## config.mk

```make
export PLATFORM = sky130hd
export DESIGN_NAME = serial_master
export DESIGN_NICKNAME = d
export VERILOG_FILES = /design/src/verilog/serial_master_pkg.sv /design/src/verilog/serial_master.sv /design/src/verilog/word_fifo.sv
export VERILOG_INCLUDE_DIRS = /design/src /design/src/verilog
export SDC_FILE = /design/constraint.sdc
export NUM_CORES = 1
export LEC_CHECK = 0
export ABC_AREA = 1
export BUFFER_PORTS_ARGS = -buffer_cell sky130_fd_sc_hd__buf_2
export CAP_MARGIN = 20
export CORE_UTILIZATION = 50
export CTS_CLUSTER_DIAMETER = 30
export DETAILED_ROUTE_END_ITERATION = 7
export PLACE_DENSITY_LB_ADDON = 0.2
export RECOVER_POWER = 100
export SETUP_SLACK_MARGIN = 0.2
export SYNTH_ARGS = -nofsm -noshare
export SYNTH_HDL_FRONTEND = slang
export SYNTH_SLANG_ARGS = --single-unit
```

## constraint.sdc

```tcl
create_clock -name core_clk -period 4 [get_ports core_clk]
set_input_delay 0.8 -clock core_clk [delete_from_list [all_inputs] [get_ports core_clk]]
set_output_delay 0.8 -clock core_clk [all_outputs]
set_load 0.01 [all_outputs]
```

## src/verilog/serial_master_params.svh

```systemverilog
`ifndef SERIAL_MASTER_PARAMS_SVH
`define SERIAL_MASTER_PARAMS_SVH

// serial word and memory address widths
`define SM_WORD_W 8
`define SM_ADDR_W 24
// delay and baud fields count core_clk cycles
`define SM_DLY_W 8
`define SM_BAUD_W 8
// transmit fifo depth
`define SM_FIFO_DEPTH 4
// serial-memory header: code byte plus three address bytes
`define SM_HDR_BYTES 3'h4
`define SM_HDR_W 3
// half serial clock periods per word
`define SM_HALF_PERIODS 5'h10
`define SM_HALF_W 5
// idle levels and reset values
`define SM_CS_IDLE 1'b1
`define SM_SCK_IDLE 1'b0
`define SM_WORD_RST 8'h00
`define SM_DLY_ONE 8'h01

`endif

```

## src/verilog/serial_master_pkg.sv

```systemverilog
package serial_master_pkg;

   // one queued transmit word with the system-bus address it came with
   typedef struct packed {
      logic [23:0] addr;
      logic [7:0] data;
   } tx_word_t;

   // serial engine sequence
   typedef enum logic [2:0] {
      ST_IDLE,
      ST_SETUP,
      ST_SHIFT,
      ST_GAP,
      ST_DESELECT
   } engine_state_t;

endpackage : serial_master_pkg

```

## src/verilog/serial_master.sv

```systemverilog
`timescale 1ns/1ps

`include "serial_master_params.svh"

module serial_master (
   input wire logic core_clk,
   input wire logic sys_rst,
   input wire logic enable,
   input wire logic serial_memory_mode_select,
   input wire logic [`SM_BAUD_W-1:0] baud_div,
   input wire logic [`SM_DLY_W-1:0] deselect_delay,
   input wire logic [`SM_DLY_W-1:0] clock_start_delay,
   input wire logic [`SM_DLY_W-1:0] inter_transfer_delay,
   input wire logic [`SM_WORD_W-1:0] instruction_code,
   input wire logic last_transfer_bit,
   input wire logic tx_valid,
   input wire serial_master_pkg::tx_word_t tx_word,
   output logic tx_ready,
   input wire logic rx_read,
   input wire logic status_read,
   output logic [`SM_WORD_W-1:0] receive_holding_register,
   output logic transmit_empty_flag,
   output logic tx_dma_request,
   output logic all_transfers_done_flag,
   output logic receive_full_flag,
   output logic overrun_flag,
   output logic instruction_end_flag,
   output logic serial_chip_select_n,
   output logic serial_clock_out,
   output logic mosi,
   input wire logic miso
);

   serial_master_pkg::engine_state_t state_reg;
   serial_master_pkg::tx_word_t fifo_word;
   serial_master_pkg::tx_word_t hold_reg;
   logic fifo_valid;
   logic hold_full_reg;
   logic miso_meta_reg;
   logic miso_sync_reg;
   logic miso_bit_reg;
   logic [`SM_WORD_W-1:0] shift_reg;
   logic [`SM_WORD_W-1:0] next_byte;
   logic [`SM_ADDR_W-1:0] frame_addr_reg;
   logic [`SM_HDR_W-1:0] hdr_idx_reg;
   logic [`SM_DLY_W-1:0] dly_reg;
   logic [`SM_BAUD_W-1:0] baud_reg;
   logic [`SM_HALF_W-1:0] half_reg;
   logic last_pend_reg;
   logic baud_tick;
   logic hdr_phase;
   logic word_ready;
   logic load_now;
   logic word_done;
   logic dly_zero;
   logic end_frame;

   // the fifo absorbs bursts ahead of the holding register
   word_fifo #(
      .WIDTH($bits(serial_master_pkg::tx_word_t)),
      .DEPTH(`SM_FIFO_DEPTH)
   ) u_tx_fifo (
      .core_clk(core_clk),
      .sys_rst(sys_rst),
      .in_valid(tx_valid),
      .in_ready(tx_ready),
      .in_data(tx_word),
      .out_valid(fifo_valid),
      .out_ready(!hold_full_reg),
      .out_data(fifo_word)
   );

   // header bytes of a memory instruction, address first write's
   function automatic logic [`SM_WORD_W-1:0] header_byte(
      input logic [`SM_HDR_W-1:0] idx,
      input logic [`SM_WORD_W-1:0] code,
      input logic [`SM_ADDR_W-1:0] addr
   );
      unique case (idx)
         3'h0: header_byte = code;
         3'h1: header_byte = addr[23:16];
         3'h2: header_byte = addr[15:8];
         default: header_byte = addr[7:0];
      endcase
   endfunction : header_byte

   // memory mode sends the instruction header before any data word
   assign hdr_phase = serial_memory_mode_select && (hdr_idx_reg != `SM_HDR_BYTES);
   assign word_ready = hdr_phase || hold_full_reg;
   assign next_byte = hdr_phase ?
      header_byte(hdr_idx_reg, instruction_code, frame_addr_reg) : hold_reg.data;
   assign dly_zero = (dly_reg <= `SM_DLY_ONE);
   assign baud_tick = (baud_reg == '0);
   assign word_done = (state_reg == serial_master_pkg::ST_SHIFT) && baud_tick
      && (half_reg == `SM_HALF_PERIODS - 1'b1);

   // a word is loaded when a delay has run out and one is waiting
   always_comb begin
      load_now = 1'b0;
      end_frame = 1'b0;
      unique case (state_reg)
         serial_master_pkg::ST_SETUP: begin
            load_now = dly_zero;
         end
         serial_master_pkg::ST_GAP: begin
            load_now = dly_zero && word_ready;
            end_frame = dly_zero && !word_ready
               && (!serial_memory_mode_select || last_pend_reg);
         end
         serial_master_pkg::ST_IDLE,
         serial_master_pkg::ST_SHIFT,
         serial_master_pkg::ST_DESELECT: begin
            load_now = 1'b0;
         end
      endcase
   end

   // two flops before the pin is looked at
   always_ff @(posedge core_clk or posedge sys_rst) begin
      if (sys_rst) begin
         miso_meta_reg <= 1'b0;
         miso_sync_reg <= 1'b0;
      end else begin
         miso_meta_reg <= miso;
         miso_sync_reg <= miso_meta_reg;
      end
   end

   // holding register refills from the fifo whenever it has been taken
   always_ff @(posedge core_clk or posedge sys_rst) begin
      if (sys_rst) begin
         hold_reg <= '0;
         hold_full_reg <= 1'b0;
         transmit_empty_flag <= 1'b1;
         tx_dma_request <= 1'b1;
      end else if (load_now && !hdr_phase) begin
         hold_full_reg <= 1'b0;
         transmit_empty_flag <= 1'b1;
         tx_dma_request <= 1'b1;
      end else if (!hold_full_reg && fifo_valid) begin
         hold_reg <= fifo_word;
         hold_full_reg <= 1'b1;
         transmit_empty_flag <= 1'b0;
         tx_dma_request <= 1'b0;
      end
   end

   // main sequence: setup, shift, gap, deselect
   always_ff @(posedge core_clk or posedge sys_rst) begin
      if (sys_rst) begin
         state_reg <= serial_master_pkg::ST_IDLE;
         dly_reg <= '0;
      end else begin
         unique case (state_reg)
            serial_master_pkg::ST_IDLE: begin
               if (enable && hold_full_reg) begin
                  state_reg <= serial_master_pkg::ST_SETUP;
                  dly_reg <= clock_start_delay;
               end
            end
            serial_master_pkg::ST_SETUP: begin
               if (load_now) begin
                  state_reg <= serial_master_pkg::ST_SHIFT;
               end else begin
                  dly_reg <= dly_reg - 1'b1;
               end
            end
            serial_master_pkg::ST_SHIFT: begin
               if (word_done) begin
                  state_reg <= serial_master_pkg::ST_GAP;
                  if (serial_memory_mode_select) begin
                     dly_reg <= '0;
                  end else begin
                     dly_reg <= inter_transfer_delay;
                  end
               end
            end
            serial_master_pkg::ST_GAP: begin
               if (load_now) begin
                  state_reg <= serial_master_pkg::ST_SHIFT;
               end else if (end_frame) begin
                  state_reg <= serial_master_pkg::ST_DESELECT;
                  dly_reg <= deselect_delay;
               end else if (!dly_zero) begin
                  dly_reg <= dly_reg - 1'b1;
               end
            end
            serial_master_pkg::ST_DESELECT: begin
               if (dly_zero) begin
                  state_reg <= serial_master_pkg::ST_IDLE;
               end else begin
                  dly_reg <= dly_reg - 1'b1;
               end
            end
         endcase
      end
   end

   // baud generator runs only while shifting, restarted at each load
   always_ff @(posedge core_clk or posedge sys_rst) begin
      if (sys_rst) begin
         baud_reg <= '0;
         half_reg <= '0;
      end else if (load_now || state_reg != serial_master_pkg::ST_SHIFT) begin
         baud_reg <= baud_div;
         half_reg <= '0;
      end else if (baud_tick) begin
         baud_reg <= baud_div;
         half_reg <= half_reg + 1'b1;
      end else begin
         baud_reg <= baud_reg - 1'b1;
      end
   end

   always_ff @(posedge core_clk or posedge sys_rst) begin
      if (sys_rst) begin
         serial_chip_select_n <= `SM_CS_IDLE;
         serial_clock_out <= `SM_SCK_IDLE;
      end else begin
         if (state_reg == serial_master_pkg::ST_IDLE && enable && hold_full_reg) begin
            serial_chip_select_n <= ~`SM_CS_IDLE;
         end else if (end_frame) begin
            serial_chip_select_n <= `SM_CS_IDLE;
         end
         if (state_reg == serial_master_pkg::ST_SHIFT && baud_tick && !load_now) begin
            serial_clock_out <= ~serial_clock_out;
         end else if (state_reg != serial_master_pkg::ST_SHIFT) begin
            serial_clock_out <= `SM_SCK_IDLE;
         end
      end
   end

   // mode 0: sample on rising edge, shift on falling edge
   always_ff @(posedge core_clk or posedge sys_rst) begin
      if (sys_rst) begin
         shift_reg <= `SM_WORD_RST;
         miso_bit_reg <= 1'b0;
         mosi <= 1'b0;
      end else if (load_now) begin
         shift_reg <= next_byte;
         mosi <= next_byte[`SM_WORD_W-1];
      end else if (state_reg == serial_master_pkg::ST_SHIFT && baud_tick) begin
         if (!half_reg[0]) begin
            miso_bit_reg <= miso_sync_reg;
         end else begin
            shift_reg <= {shift_reg[`SM_WORD_W-2:0], miso_bit_reg};
            mosi <= shift_reg[`SM_WORD_W-2];
         end
      end
   end

   // header progress and the first-write address of a memory instruction
   always_ff @(posedge core_clk or posedge sys_rst) begin
      if (sys_rst) begin
         hdr_idx_reg <= '0;
         frame_addr_reg <= '0;
      end else if (state_reg == serial_master_pkg::ST_IDLE) begin
         hdr_idx_reg <= '0;
         frame_addr_reg <= hold_reg.addr;
      end else if (load_now && hdr_phase) begin
         hdr_idx_reg <= hdr_idx_reg + 1'b1;
      end
   end

   always_ff @(posedge core_clk or posedge sys_rst) begin
      if (sys_rst) begin
         last_pend_reg <= 1'b0;
      end else if (last_transfer_bit) begin
         last_pend_reg <= 1'b1;
      end else if (end_frame) begin
         last_pend_reg <= 1'b0;
      end
   end

   always_ff @(posedge core_clk or posedge sys_rst) begin
      if (sys_rst) begin
         all_transfers_done_flag <= 1'b1;
      end else if (state_reg == serial_master_pkg::ST_IDLE && enable && hold_full_reg) begin
         all_transfers_done_flag <= 1'b0;
      end else if (end_frame) begin
         all_transfers_done_flag <= 1'b1;
      end
   end

   // received word lands in the holding register at word end
   always_ff @(posedge core_clk or posedge sys_rst) begin
      if (sys_rst) begin
         receive_holding_register <= `SM_WORD_RST;
      end else if (word_done) begin
         receive_holding_register <= {shift_reg[`SM_WORD_W-2:0], miso_bit_reg};
      end
   end

   // receive flags; a store in the clearing cycle wins
   always_ff @(posedge core_clk or posedge sys_rst) begin
      if (sys_rst) begin
         receive_full_flag <= 1'b0;
         overrun_flag <= 1'b0;
      end else begin
         if (word_done) begin
            receive_full_flag <= 1'b1;
         end else if (rx_read) begin
            receive_full_flag <= 1'b0;
         end
         if (word_done && receive_full_flag && !rx_read) begin
            overrun_flag <= 1'b1;
         end else if (status_read) begin
            overrun_flag <= 1'b0;
         end
      end
   end

   // instruction end is sticky until status is read
   always_ff @(posedge core_clk or posedge sys_rst) begin
      if (sys_rst) begin
         instruction_end_flag <= 1'b0;
      end else if (end_frame && serial_memory_mode_select) begin
         instruction_end_flag <= 1'b1;
      end else if (status_read) begin
         instruction_end_flag <= 1'b0;
      end
   end

endmodule : serial_master

```

## src/verilog/word_fifo.sv

```systemverilog
`timescale 1ns/1ps

module word_fifo #(
   parameter int WIDTH = 32,
   parameter int DEPTH = 4
) (
   input wire logic core_clk,
   input wire logic sys_rst,
   input wire logic in_valid,
   output logic in_ready,
   input wire logic [WIDTH-1:0] in_data,
   output logic out_valid,
   input wire logic out_ready,
   output logic [WIDTH-1:0] out_data
);

   localparam int PW = $clog2(DEPTH);

   logic [WIDTH-1:0] mem [DEPTH];
   logic [PW-1:0] wr_ptr_reg;
   logic [PW-1:0] rd_ptr_reg;
   logic [PW:0] count_reg;
   logic [PW:0] count_next;
   logic push;
   logic pop;

   assign push = in_valid && in_ready;
   assign pop = out_valid && out_ready;
   assign out_data = mem[rd_ptr_reg];

   // occupancy after this cycle's push and pop
   always_comb begin
      count_next = count_reg;
      if (push && !pop) begin
         count_next = count_reg + 1'b1;
      end else if (pop && !push) begin
         count_next = count_reg - 1'b1;
      end
   end

   // storage is not reset; only words below count are ever shown
   always_ff @(posedge core_clk) begin
      if (push) begin
         mem[wr_ptr_reg] <= in_data;
      end
   end

   // pointers wrap naturally since depth is a power of two
   always_ff @(posedge core_clk or posedge sys_rst) begin
      if (sys_rst) begin
         wr_ptr_reg <= '0;
         rd_ptr_reg <= '0;
         count_reg <= '0;
      end else begin
         if (push) begin
            wr_ptr_reg <= wr_ptr_reg + 1'b1;
         end
         if (pop) begin
            rd_ptr_reg <= rd_ptr_reg + 1'b1;
         end
         count_reg <= count_next;
      end
   end

   // full and empty kept as flops so both ready and valid are registered
   always_ff @(posedge core_clk or posedge sys_rst) begin
      if (sys_rst) begin
         in_ready <= 1'b1;
         out_valid <= 1'b0;
      end else begin
         in_ready <= (count_next != (PW + 1)'(DEPTH));
         out_valid <= (count_next != '0);
      end
   end

endmodule : word_fifo
```

* Word-level counts from Yosys, hierarchy flattened *
Memory sizes are Yosys's and may differ from the RTL's. A register that Yosys moved wholly into a read port is not among the register bits.
Index checks and enable logic that the tools add are counted.

word-level totals
  flip-flop bits (word level) = 87
  logic and storage cells = 157
  bits in writable memories = 128
  bits of input ports = 81
  memories = 1

cells by class
  order comparisons = 1
  equal/unequal tests = 17
  reduce and logical (&&, ||, !) cells = 51
  $add $sub $neg = 8
  mux-type cells = 50
  bitwise gates (word level) = 4

memories
  name           words  width  read ports  clocked after memory_dff  write ports  RTL line         text
  u_tx_fifo.mem  4      32     1           1                         1            word_fifo.sv:19  logic [WIDTH-1:0] mem [DEPTH];

operator list
  cell                 number
  $mux 8               10
  $pmux 8 s5           1
  $mux 3               10
  $pmux 8 s3           1
  $reduce_bool 2->1    11
  $mux 1               21
  $mux 7               3
  $logic_and 1x1->1    19
  $sub 8x1->8 const B  2
  $pmux 3 s5           1
  $ne 2x2->1 const B   6
  $mux 5               2
  $eq 3x2->1 const B   3
  $ne 3x3->1 const B   3
  $le 8x1->1 const B   1
  $logic_not 1->1      8
  $logic_not 8->1      1
  $add 3x1->3 const B  2
  $eq 3x1->1 const B   2
  $logic_not 3->1      2
  $add 5x1->5 const B  1
  $eq 5x4->1 const B   1
  $reduce_and 5->1     1
  $add 2x1->2 const B  2
  11 further kinds     17

* Logic depth before layout (Yosys ltp) *
  depth in word-level cells = 10
  mapped depth = 14
  gate-level depth less buffers = 14

* Cells and area by module *
From an unflattened synthesis, not the netlist that was laid out.

second synthesis, totals
  cells, all modules = 1087
  area, all modules = 10892.9 sq um

by module, submodules not included
  module         cells an instance  seq. area each (sq um)  area each (sq um)  instances
  serial_master  700                2755.1                  5569.1             1
  word_fifo      387                4070.2                  5323.9             1

* Worst setup path after synthesis *
No wires, ideal clock.

  path kind = input port to flip-flop
  start point = input tx_valid
  end point = memory u_tx_fifo.mem[0][0], enable pin
  stages on the path = 2
  library setup time = 421 ps
  data required time = 3579 ps
  data arrival time = 2313 ps
  slack = 1266 ps
  cells stage by stage = nand2_1 > nor2_1

between the ends
  cells in the longest elaborated chain, start to end = 3

ends and longest elaborated chain
  item                          RTL line             text
  start, declared               serial_master.sv:16  input wire logic tx_valid,
  $logic_and 1x1->1             word_fifo.sv:27      assign push = in_valid && in_ready;
  $mux 1                        word_fifo.sv:43      if (push) begin
  $mux 1 (not written as such)  word_fifo.sv:44      mem[wr_ptr_reg] <= in_data;
  end, declared                 word_fifo.sv:19

No other way between the ends.

* Worst setup path in the final report *
  start point = register u_tx_fifo.in_ready
  end point = memory u_tx_fifo.mem[3][26], enable pin

between the ends
  cells in the longest elaborated chain, start to end = 3

ends and longest elaborated chain
  item                          RTL line         text
  start, declared               word_fifo.sv:10  output logic in_ready,
  start signal, assigned        word_fifo.sv:71  in_ready <= (count_next != (PW + 1)'(DEPTH));
  $logic_and 1x1->1             word_fifo.sv:27
  $mux 1                        word_fifo.sv:43
  $mux 1 (not written as such)  word_fifo.sv:44

No other way between the ends.

==> results.cfg <==
[outcome]
status = finished with violations
violations = capacitance limit, slew limit

[sta]
final_max_slew_viol_count = 169
rsz0062_at_grt = no
fin_crit_ns = 2.81
final-setup-viol-count = 0
fin_skew_ns = 0.0212
max-slew-margin-rel_pct = -39.6
finalCritPeriodShare_pct = 70.4
setup_tns_ns = 0
fmax_ghz = 0.355
tightest_slew_ns = 2.09
hold_viol_final = 0
fin_hold_ws_ns = 0.357

[clock_network]
cts_hold_buf = 0
cts_root_buffer = clkbuf_16
tritoncts = done
post_cts_buffers = 0
cts-buffers-inserted = 49
cts_resized = 0
worst_skew_pair.late_latency_ns = 0.55
path_clk_slew_ns = 0.04
htreeDepth = 2
clockBufferDepth = 3
clock_sinks = 247

[power]
vdd_drop_max_mv = 0.440
p_per_area_mw_per_mm2 = 766
leakagePower_nw = 5.97

[yosys]
syn-cell-area_sq_mm = 0.0110
synthTopCellsByCount = 353 x nand2_1, 152 x nor2_1, 128 x edfxtp_1, 116 x dfrtp_1, 75 x nand3_1
yosysWarnings = 0
ys_seq_elements = 247
synth_edf_count = 128
synth_top_area_cell = edfxtp_1
netlist_instances = 1134
synth.avg_cell_area_sq_um = 9.66
synth_flop_cell = edfxtp_1
ys_types = 39
async_reset_ff_share_pct = 48.2
synth_fp_nets = 1231
yosysSeqAreaShare_pct = 62.3
synthTopCellsByArea = edfxtp_1 35%, dfrtp_1 26%, nand2_1 12%, nor2_1 5.2%, nand3_1 3.4%
yosysMostFrequentCell = nand2_1
yosysTopAreaCellShare_pct = 35.1

[place]
gp_congestion = 0.893
placed_area_sq_mm = 0.0117
port_buffers = 98
hpwl_um = 15300

[critical_path]
path_class = reg -> reg
required_ns = 4.11
end_kind = register
crit_fanout = 32
start_kind = register
crit_arrival_ns = 2.93

[global_route]
overflow = 0
grt_antenna_before_repair = 0
grt_pass1_vias = 7784
grt_pass1_wl_um = 38600
grt_max_degree = 66
grt_usage_pct = 22.0

[flow_run]
maxCapViolCount = 5

[drt]
vias = 8105
post_drt_wl_per_cell_um = 15.2
dr.pass1.iters = 6
viasPerCell = 5.18
ant_nets = 0
wirelength_um = 23800
drtIter0Drc = 537
drc = 0

[floorplan]
rows = 53
die_area_sq_mm = 0.0225
die_w_um = 150
die_h_um = 150
core_area_sq_mm = 0.0213
io_pins = 99
start_util_pct = 51.5

[layout]
antenna_cells = 0
final_area_sq_mm = 0.0132
post_route_cells_drive_above_1_share_pct = 11.8
layout.nets = 1347
area_growth_pct = 20.8
largest_reg_flops = 128

[hold_path]
hp-class = reg -> reg
-- layout make-up --
class	instances	area (sq um)
multi-input combinational	765	3580
tap	275	344
timing repair buffer	108	495
clock buffer	66	1370
inverter	79	298
fill	1768	8050
clock inverter	25	323
sequential	247	6830
-- cell families (layout without fill, tap and decap cells) --
family	Yosys count	count (layout)	synth area share [%]
adder cells (fa/ha/maj)	16	16	1.83
buffers and inverters	122	278	4.67
AND/OR/NAND/NOR	619	619	23.5
multiplexers	1	1	0.103
flip-flops	247	247	62.3
XOR/XNOR	13	13	1.04
AO/OA/AOI/OAI	116	116	6.59
-- metal layers --
layer | vias to the layer above | part of all wire (%) | track usage [%] | wire, um
li1 | 4019 | - | - | -
met4 | 0 | 2.1 | 7.83 | 505
met2 | 223 | 46 | 35.2 | 11000
met1 | 3817 | 45 | 29.7 | 10700
met5 | - | 0 | 0 | 0
met3 | 46 | 6.6 | 4.73 | 1580
-- path summary, 6_finish.rpt --
kind                                         startpoint                             end  slack, ns  depth (start not counted)
max in group asynchronous                       sys_rst       hold_full_reg$_DFFE_PP0P_       1.29                          3
max                        u_tx_fifo.in_ready$_DFF_PP1_  u_tx_fifo.mem[3][26]$_DFFE_PP_       1.19                          3
min                             miso_meta_reg$_DFF_PP0_         miso_sync_reg$_DFF_PP0_       0.36                          0
max reg2reg                u_tx_fifo.in_ready$_DFF_PP1_  u_tx_fifo.mem[3][26]$_DFFE_PP_       1.19                          3
min reg2reg                     miso_meta_reg$_DFF_PP0_         miso_sync_reg$_DFF_PP0_       0.36                          0
min in group asynchronous                       sys_rst           baud_reg[3]$_DFF_PP0_       0.65                          2
-- critical path: stages, from the launching register on --
cell and delay [ns]:
dfstp_2 0.52, nand2_1 0.20, nor2_2 0.14, clkbuf_1 1.50
-- layout by cell type (no fill, tap or decap), types with 3 or more instances in the layout --
cell	n
buf_4	3
inv_1	75
nor2_2	8
bufinv_16	6
a21oi_1	15
xor2_1	11
clkbuf_1	66
o32ai_1	32
clkbuf_16	52
nand3b_1	4
o22ai_1	5
nand2_1	357
dfrtp_1	116
edfxtp_1	128
o21ai_0	57
buf_2	49
inv_4	3
ha_1	16
nand4_1	10
nor2_1	154
nand3_1	76
clkinv_2	10
-- power breakdown --
part | switching (mW) | internal [mW]
clock network | 1.30 | 2.80
logic | 1.63 | 0.757
registers | 0.328 | 3.33
-- metrics by stage --
stage	std cells	util [%]	total power, mW	setup slack [ns]
finish	1565	62.2	10.1	1.19
global route	1565	62.2	10.8	0.711
CTS	1565	62.9	10.3	1.46
detailed placement	1474	54.9	6.13	1.32
global placement	1474	54.9	6.07	1.42
floorplan	1134	-	5.44	1.27
Power figures use the tool's default switching activity.
